**src/common/accl_cfg.svh**
```systemverilog
`ifndef ACCL_CFG_SVH
`define ACCL_CFG_SVH

// data-space offsets of the three registers
`define ACCL_CMP_CTRL_OFS 8'h50
`define ACCL_CONV_B_OFS 8'h7B
`define ACCL_DIG_DIS_OFS 8'h7F
// short i/o space sits this far below data space
`define ACCL_IO_DELTA 8'h20
`define ACCL_IO_LIMIT 8'h40

// comparator control/status fields
`define ACCL_BIT_PWR_OFF 7
`define ACCL_BIT_BG_SEL 6
`define ACCL_BIT_RESULT 5
`define ACCL_BIT_FLAG 4
`define ACCL_BIT_IRQ_EN 3
`define ACCL_BIT_CAP_RT 2
`define ACCL_BIT_MODE_HI 1

// converter control b fields
`define ACCL_BIT_MUX_EN 6
`define ACCL_BIT_SRC_HI 2

// digital input disable fields
`define ACCL_BIT_POS_OFF 0
`define ACCL_BIT_NEG_OFF 1

// reset values
`define ACCL_CONV_B_RST 8'h00
`define ACCL_DIG_DIS_RST 8'h00

// analog levels are carried as unsigned codes of this width
`define ACCL_LVL_W 10

`endif

```
**src/common/accl_pkg.sv**
```systemverilog
`default_nettype none
package accl_pkg;

  typedef enum logic [1:0] {
    ACCL_EDGE_TOGGLE = 2'b00,
    ACCL_EDGE_RESV = 2'b01,
    ACCL_EDGE_FALL = 2'b10,
    ACCL_EDGE_RISE = 2'b11
  } accl_edge_t;

  typedef enum logic [2:0] {
    ACCL_TRIG_FREE = 3'b000,
    ACCL_TRIG_CMP = 3'b001,
    ACCL_TRIG_EXT0 = 3'b010,
    ACCL_TRIG_T0CMPA = 3'b011,
    ACCL_TRIG_T0OVF = 3'b100,
    ACCL_TRIG_T1CMPB = 3'b101,
    ACCL_TRIG_T1OVF = 3'b110,
    ACCL_TRIG_T1CAPT = 3'b111
  } accl_trig_t;

endpackage
`default_nettype wire

```
**src/rtl/accl_sync.sv**
```systemverilog
`default_nettype none
module accl_sync #(
  parameter int W = 1
) (
  input wire logic CLK,
  input wire logic RST_N,
  input wire logic CE,
  input wire logic [W-1:0] D,
  output logic [W-1:0] Q
);
  logic [W-1:0] stage1;

  // stage1 feeds only the second flop
  always_ff @(posedge CLK)
  begin
    if (!RST_N)
    begin
      stage1 <= '0;
      Q <= '0;
    end
    else if (CE)
    begin
      stage1 <= D;
      Q <= stage1;
    end
  end
endmodule
`default_nettype wire

```
**src/rtl/accl_top.sv**
```systemverilog
// Behaviour
// - raw result is high when selected positive level exceeds selected negative
// - raw result passes a two-flop synchronizer, readable with 2 cycles delay
// - mux enable set and converter off: channel_select picks channel pin 0..7
// - mux enable clear or converter on: negative pin drives negative input
// - bandgap select replaces the positive pin by the bandgap reference
// - power-off bit switches the comparator off at any moment
// - event flag sets on the edge chosen by irq_edge_mode
// - flag clears on vector acknowledge or on writing one; zero does nothing
// - interrupt request is flag and enable and global enable
// - mode 00 toggle, 01 reserved, 10 falling, 11 rising
// - route enable feeds the result to timer capture; otherwise no path
// - auto-trigger source decodes eight sources, only with auto-trigger enabled
// - rising edge of selected source flag starts a conversion, also on switch
// - free-running selection never creates a trigger event
// - pin digital-off bits disable buffers and force pin reads to zero
// - control register answers at 0x50 data space and 0x30 i/o space
// - auto_trigger_enable gates whether the source is honoured
// - converter_enable switches converter on and blocks lending the mux
`include "accl_cfg.svh"
`default_nettype none
module accl_top (
  input wire logic CLK,
  input wire logic RST_N,
  input wire logic CE,
  input wire logic [7:0] BUS_ADDR,
  input wire logic BUS_IO_SPACE,
  input wire logic BUS_WE,
  input wire logic BUS_RE,
  input wire logic [7:0] BUS_WDATA,
  output logic [7:0] BUS_RDATA,
  input wire logic [`ACCL_LVL_W-1:0] POSITIVE_INPUT_PIN,
  input wire logic [`ACCL_LVL_W-1:0] NEGATIVE_INPUT_PIN,
  input wire logic [`ACCL_LVL_W-1:0] BANDGAP_LEVEL,
  input wire logic [8*`ACCL_LVL_W-1:0] CHANNEL_PIN,
  input wire logic [2:0] CHANNEL_SELECT,
  input wire logic CONVERTER_ENABLE,
  input wire logic AUTO_TRIGGER_ENABLE,
  input wire logic GLOBAL_IRQ_ENABLE,
  input wire logic IRQ_TAKEN,
  input wire logic [7:2] TRIGGER_FLAGS,
  input wire logic [1:0] PORT_PIN_IN,
  output logic [1:0] PORT_PIN_READ,
  output logic [1:0] DIGITAL_BUF_EN,
  output logic COMPARE_IRQ,
  output logic CAPTURE_INPUT,
  output logic CONVERSION_START,
  output logic COMPARATOR_POWERED
);

  // ************************************************************
  // register state
  // ************************************************************
  logic power_off;
  logic bg_select;
  logic event_flag;
  logic irq_en;
  logic cap_route;
  accl_pkg::accl_edge_t edge_mode;
  logic mux_en;
  accl_pkg::accl_trig_t trig_src;
  logic pos_off;
  logic neg_off;

  logic [7:0] eff_addr;
  logic addr_ok;
  logic hit_cmp;
  logic hit_conv;
  logic hit_dis;
  logic wr_cmp;

  function automatic logic [7:0] decode_addr(input logic [7:0] a,
                                             input logic io);
    logic [7:0] r;
    r = io ? 8'(a + `ACCL_IO_DELTA) : a;
    return r;
  endfunction

  always_comb
  begin
    eff_addr = decode_addr(BUS_ADDR, BUS_IO_SPACE);
    addr_ok = !BUS_IO_SPACE || (BUS_ADDR < `ACCL_IO_LIMIT);
    hit_cmp = addr_ok && (eff_addr == `ACCL_CMP_CTRL_OFS);
    hit_conv = addr_ok && (eff_addr == `ACCL_CONV_B_OFS);
    hit_dis = addr_ok && (eff_addr == `ACCL_DIG_DIS_OFS);
    wr_cmp = BUS_WE && hit_cmp;
  end

  always_ff @(posedge CLK)
  begin
    if (!RST_N)
    begin
      power_off <= 1'b0;
      bg_select <= 1'b0;
      irq_en <= 1'b0;
      cap_route <= 1'b0;
      edge_mode <= accl_pkg::ACCL_EDGE_TOGGLE;
    end
    else if (CE && wr_cmp)
    begin
      power_off <= BUS_WDATA[`ACCL_BIT_PWR_OFF];
      bg_select <= BUS_WDATA[`ACCL_BIT_BG_SEL];
      irq_en <= BUS_WDATA[`ACCL_BIT_IRQ_EN];
      cap_route <= BUS_WDATA[`ACCL_BIT_CAP_RT];
      edge_mode <= accl_pkg::accl_edge_t'(
        BUS_WDATA[`ACCL_BIT_MODE_HI -: 2]);
    end
  end

  always_ff @(posedge CLK)
  begin
    if (!RST_N)
    begin
      mux_en <= 1'(`ACCL_CONV_B_RST >> `ACCL_BIT_MUX_EN);
      trig_src <= accl_pkg::ACCL_TRIG_FREE;
    end
    else if (CE && BUS_WE && hit_conv)
    begin
      mux_en <= BUS_WDATA[`ACCL_BIT_MUX_EN];
      trig_src <= accl_pkg::accl_trig_t'(BUS_WDATA[`ACCL_BIT_SRC_HI -: 3]);
    end
  end

  always_ff @(posedge CLK)
  begin
    if (!RST_N)
    begin
      pos_off <= 1'(`ACCL_DIG_DIS_RST >> `ACCL_BIT_POS_OFF);
      neg_off <= 1'(`ACCL_DIG_DIS_RST >> `ACCL_BIT_NEG_OFF);
    end
    else if (CE && BUS_WE && hit_dis)
    begin
      pos_off <= BUS_WDATA[`ACCL_BIT_POS_OFF];
      neg_off <= BUS_WDATA[`ACCL_BIT_NEG_OFF];
    end
  end

  // ************************************************************
  // input selection and comparison
  // ************************************************************
  logic [`ACCL_LVL_W-1:0] pos_level;
  logic [`ACCL_LVL_W-1:0] neg_level;
  logic lend_mux;
  logic raw_cmp;
  logic compare_result;

  always_comb
  begin
    lend_mux = mux_en && !CONVERTER_ENABLE;
    pos_level = bg_select ? BANDGAP_LEVEL : POSITIVE_INPUT_PIN;
    if (lend_mux)
      neg_level = CHANNEL_PIN[CHANNEL_SELECT*`ACCL_LVL_W +:
                              `ACCL_LVL_W];
    else
      neg_level = NEGATIVE_INPUT_PIN;
    // a powered-down comparator holds its output low
    raw_cmp = !power_off && (pos_level > neg_level);
  end

  assign COMPARATOR_POWERED = !power_off;

  // the analog output is asynchronous to CLK
  accl_sync #(.W(1)) u_res_sync (
    .CLK(CLK),
    .RST_N(RST_N),
    .CE(CE),
    .D(raw_cmp),
    .Q(compare_result)
  );

  // ************************************************************
  // edge detection and event flag
  // ************************************************************
  logic result_prev;
  logic rise;
  logic fall;
  logic set_evt;
  logic clr_evt;

  always_ff @(posedge CLK)
  begin
    if (!RST_N)
      result_prev <= 1'b0;
    else if (CE)
      result_prev <= compare_result;
  end

  always_comb
  begin
    rise = compare_result && !result_prev;
    fall = !compare_result && result_prev;
    case (edge_mode)
      accl_pkg::ACCL_EDGE_TOGGLE: set_evt = rise || fall;
      accl_pkg::ACCL_EDGE_FALL: set_evt = fall;
      accl_pkg::ACCL_EDGE_RISE: set_evt = rise;
      accl_pkg::ACCL_EDGE_RESV: set_evt = 1'b0;
      default: set_evt = 1'b0;
    endcase
    clr_evt = IRQ_TAKEN || (wr_cmp && BUS_WDATA[`ACCL_BIT_FLAG]);
  end

  // a new event in the clearing cycle wins over the clear
  always_ff @(posedge CLK)
  begin
    if (!RST_N)
      event_flag <= 1'b0;
    else if (CE)
    begin
      if (set_evt)
        event_flag <= 1'b1;
      else if (clr_evt)
        event_flag <= 1'b0;
    end
  end

  assign COMPARE_IRQ = event_flag && irq_en && GLOBAL_IRQ_ENABLE;

  // ************************************************************
  // capture routing
  // ************************************************************
  always_ff @(posedge CLK)
  begin
    if (!RST_N)
      CAPTURE_INPUT <= 1'b0;
    else if (CE)
      CAPTURE_INPUT <= cap_route && compare_result;
  end

  // ************************************************************
  // auto-trigger source
  // ************************************************************
  logic trig_sel;
  logic trig_prev;

  always_comb
  begin
    case (trig_src)
      accl_pkg::ACCL_TRIG_FREE: trig_sel = 1'b0;
      accl_pkg::ACCL_TRIG_CMP: trig_sel = event_flag;
      default: trig_sel = TRIGGER_FLAGS[trig_src];
    endcase
  end

  // the previous value is kept across source changes, so switching
  // from a clear source to a set one looks like a rising edge
  always_ff @(posedge CLK)
  begin
    if (!RST_N)
    begin
      trig_prev <= 1'b0;
      CONVERSION_START <= 1'b0;
    end
    else if (CE)
    begin
      trig_prev <= trig_sel;
      CONVERSION_START <= AUTO_TRIGGER_ENABLE && CONVERTER_ENABLE &&
                          trig_sel && !trig_prev;
    end
  end

  // ************************************************************
  // digital input disable
  // ************************************************************
  logic [1:0] pin_sync;

  accl_sync #(.W(2)) u_pin_sync (
    .CLK(CLK),
    .RST_N(RST_N),
    .CE(CE),
    .D(PORT_PIN_IN),
    .Q(pin_sync)
  );

  assign DIGITAL_BUF_EN = {!neg_off, !pos_off};

  always_ff @(posedge CLK)
  begin
    if (!RST_N)
      PORT_PIN_READ <= 2'b00;
    else if (CE)
      PORT_PIN_READ <= pin_sync & {!neg_off, !pos_off};
  end

  // ************************************************************
  // read path
  // ************************************************************
  always_ff @(posedge CLK)
  begin
    if (!RST_N)
      BUS_RDATA <= 8'h00;
    else if (CE && BUS_RE)
    begin
      if (hit_cmp)
        BUS_RDATA <= {power_off, bg_select, compare_result, event_flag,
                      irq_en, cap_route, edge_mode};
      else if (hit_conv)
        BUS_RDATA <= {1'b0, mux_en, 3'b000, trig_src};
      else if (hit_dis)
        BUS_RDATA <= {6'b00_0000, neg_off, pos_off};
      else
        BUS_RDATA <= 8'h00;
    end
  end
endmodule
`default_nettype wire
```
**config.mk**
```make
export PLATFORM = sky130hd
export DESIGN_NAME = accl_top
export DESIGN_NICKNAME = d
export VERILOG_FILES = /design/src/common/accl_pkg.sv /design/src/rtl/accl_sync.sv /design/src/rtl/accl_top.sv
export VERILOG_INCLUDE_DIRS = /design/src /design/src/common
export SDC_FILE = /design/constraint.sdc
export NUM_CORES = 1
export LEC_CHECK = 0
export ABC_CLOCK_PERIOD_IN_PS = 2700
export BUFFER_PORTS_ARGS = -buffer_cell sky130_fd_sc_hd__buf_4
export CAP_MARGIN = 20
export CORE_MARGIN = 1.5
export CORE_UTILIZATION = 44
export CTS_CLUSTER_DIAMETER = 120
export CTS_CLUSTER_SIZE = 40
export DETAILED_ROUTE_END_ITERATION = 12
export PLACE_DENSITY = 0.81
export SETUP_SLACK_MARGIN = 0.15
export SKIP_CTS_REPAIR_TIMING = 1
export SLEW_MARGIN = 20
export SYNTH_ARGS = -nofsm -noshare
export SYNTH_HDL_FRONTEND = slang
export SYNTH_SLANG_ARGS = --single-unit
```
**constraint.sdc**
```tcl
create_clock -name CLK -period 2.7 [get_ports CLK]
set_input_delay 0.405 -clock CLK [delete_from_list [all_inputs] [get_ports CLK]]
set_output_delay 0.405 -clock CLK [all_outputs]
set_load 0.02 [all_outputs]
```
==> summary.md <==
| Metric | Value |
|---|---|
| Fin. max-slew vios | `0` |
| Cell row count | `28` |
| Initial antenna violation count | `0` |
| Avg WL per Cell | `16.2 um` |
| Fin crit period | `2.41 ns` |
| Total wire length | `8.15 mm` |
| Max-cap violations | `0` |
| Leading area contributor after synthesis | `dfxtp_1` |
| # port buffers | `161` |
| Instance area at placement | `0.00397 sq mm` |
| Post-Syn Area | `0.00268 sq mm` |
| Starting Density | `45.5%` |
| Antenna-violating nets left | `0` |
| Share of cells above drive strength 1 | `52.7%` |
| Fin cells | `502` |
| Placed insts | `494` |
| Final #Nets | `586` |
| First-pass GRT wire length | `12.8 mm` |
| Fillers | `477` |
| Worst hold path depth | `2` |
| Max Freq | `415 MHz` |
| Startpoint Class | `primary input` |
| Crit Path Max Fanout | `8` |
| Ys Warns | `0` |
| CTS tree | `yes` |
| Core area | `0.00589 sq mm` |
| Post-DP HPWL | `6.78 mm` |
| Routability cong. | `0.873` |
| Path type of the worst setup path | `primary input to flip-flop` |
| Die area | `0.00657 sq mm` |
| Worst reg-to-reg setup slack | `0.47 ns` |
| Iter 0 DRT Violations | `128` |
| Final period util | `89.3%` |
| Area grow syn2layout | `53.5%` |
| Number of synthesized flops with an enable pin | `0` |
| Mapped Avg Cell Area | `10.1 sq um` |
| All-Layer GR Usage | `25.4%` |
| Max_slew headroom | `64.1%` |
| Required @ worst endpoint | `2.88 ns` |
| Worst vdd ir | `0.275 mV` |
| Outcome | `finished clean` |
| Finished Core Util | `69.9%` |
| Critical Path AT | `2.59 ns` |
| Top-count cell post-synth | `mux2i_1` |
| Reg2reg path depth | `7` |
| Synth cell count leaders | `mux2i_1 (34), dfxtp_1 (33), nand2_1 (28), mux4_2 (21), nor2b_1 (14)` |
| FFs w/ async S/R, synth | `0%` |
| Die span in y | `81.0 um` |
| Post-synth top flop | `dfxtp_1` |
| Design area | `0.00411 sq mm` |
| Final setup viols | `0` |
| Post-Syn Nets | `425` |
| Reg2reg end | `u_res_sync.stage1$_SDFFE_PN0P_` |
| R2R Path Start | `bg_select$_SDFFE_PN0P_` |
| Skew-Pair Late Insertion Delay | `0.29 ns` |
| Post-synth top area share | `24.7%` |
| CTS clk-pin slew, worst paths | `0.07 ns` |
| Vias in the first global route | `2778` |
| Longest Clk Path Bufs | `2` |
| H-tree Lvls | `2` |
| Least-Margin Pin Slew | `0.538 ns` |
| Inserted Diodes | `0` |
| CTS root buf | `clkbuf_8` |
| Unrepaired setup endpoints after global routing | `no` |
| Vias after detailed routing | `2707` |
| Drt first pass iters | `4` |
| Hold_sp | `CONVERTER_ENABLE` |
| Die Span X | `81.0 um` |
| Vias/cell | `5.39` |
| Largest net degree at the start of global routing | `39` |
| Final Hold Viols | `0` |
| Register area share after synthesis | `24.7%` |
| Leak | `1.86 nW` |
| Top Ports | `163` |
| Top cells by area, synth | `dfxtp_1 (25%), mux4_2 (18%), mux2i_1 (13%), ha_1 (6.1%), nand2_1 (3.9%)` |
| PwrDens | `332 mW/mm^2` |
| Grt ovf | `0` |
| Hold Path Class | `primary input to flip-flop` |
| Critical Path Sink Type | `flip-flop` |
| DRC viols | `0` |
| Clock sinks | `33` |
| Cts bufs inserted | `5` |
| Final Skew | `0.00275 ns` |
| Number of synthesized register bits | `33` |
| Synth cell types | `44` |
| Post-synthesis cell count | `265` |
| Hold endpoint | `CONVERSION_START$_SDFFE_PN0P_` |
sequential cells by signal (all words and copies together), names as in the netlist, 2 cells and up:
| signal | flops |
|---|---|
| BUS_RDATA | 8 |
| trig_src | 3 |
| PORT_PIN_READ | 2 |
| edge_mode | 2 |
| u_pin_sync.Q | 2 |
| u_pin_sync.stage1 | 2 |
metal layers:
metal,GRT usage [%],part of all wire [%],vias to the layer above
met5,0,0,-
met4,7.07,1.7,0
met3,7.75,7.7,15
met2,44.5,50,111
met1,30.0,41,1261
li1,-,-,1320
where the power goes:
| part | internal [W] | switching, W |
|---|---|---|
| Sequential | 0.000492 | 0.00000382 |
| Combinational | 0.000249 | 0.000137 |
| Clock | 0.000301 | 0.000184 |
| Total | 0.00104 | 0.000325 |
logic make-up (layout without fill, tap and decap cells):
family / Yosys count / after routing / share of synthesized area (%)
AND/OR/NAND/NOR: 88 / 88 / 19.2
AO/OA/AOI/OAI: 39 / 39 / 10.4
buffers and inverters: 27 / 189 / 5.23
multiplexers: 64 / 64 / 34.1
XOR/XNOR: 1 / 1 / 0.327
flip-flops: 33 / 33 / 24.7
adder cells (fa/ha/maj): 13 / 13 / 6.07
area by class of cell:
cell class / count / area, sq um / area share (%)
timing repair buffer: 173 / 1320 / 32.0
multi-input combinational: 205 / 1900 / 46.1
clock buffer: 7 / 86.3 / 2.10
sequential: 33 / 661 / 16.1
inverter: 8 / 30.0 / 0.730
tap: 75 / 93.8 / 2.28
clock inverter: 1 / 30.0 / 0.730
per-stage QoR:
| stage | setup TNS, ns | worst slack, ns | total power [W] | hold slack [ns] |
|---|---|---|---|---|
| after detailed placement | -0.125 | -0.125 | 0.000887 | 0.452 |
| after CTS | 0 | 0.173 | 0.00136 | 0.372 |
| after floorplan | 0 | 0.194 | 0.000679 | 0.427 |
| after global routing | 0 | 0.168 | 0.00143 | 0.381 |
| final | 0 | 0.289 | 0.00137 | 0.366 |
| after global placement | -0.0626 | -0.0626 | 0.000876 | 0.433 |
critical path, stage by stage:
cell      delay, ns
buf_6          0.13
buf_4          0.16
mux4_2         0.50
mux2i_2        0.19
nor2_1         0.08
a21oi_1        0.16
ha_1           0.26
a21o_1         0.20
a21oi_2        0.16
o311ai_1       0.12
a32o_1         0.23
worst max-delay path by stage:
stage / to / from / slack, ns / cells past startpoint
floorplan: u_res_sync.stage1$_SDFFE_PN0P_ / CHANNEL_SELECT[1] / 0.19 / 10
global placement: u_res_sync.stage1$_SDFFE_PN0P_ / CHANNEL_SELECT[0] / -0.06 / 11
detailed placement: u_res_sync.stage1$_SDFFE_PN0P_ / CHANNEL_SELECT[0] / -0.13 / 11
CTS: u_res_sync.stage1$_SDFFE_PN0P_ / CHANNEL_SELECT[0] / 0.17 / 11
global route: u_res_sync.stage1$_SDFFE_PN0P_ / CHANNEL_SELECT[0] / 0.17 / 11
finish: u_res_sync.stage1$_SDFFE_PN0P_ / CHANNEL_SELECT[0] / 0.29 / 11
placed cells by master (no fill, tap or decap), drive strengths merged, types with 9 or more instances in the layout:
master,n
buf,173
a21oi,12
mux2i,34
dfxtp,33
ha,13
mux4,21
nand2,28
nor2b,14
mux2,9
nor2,11
No activity file was read; power rests on OpenSTA's default activity.
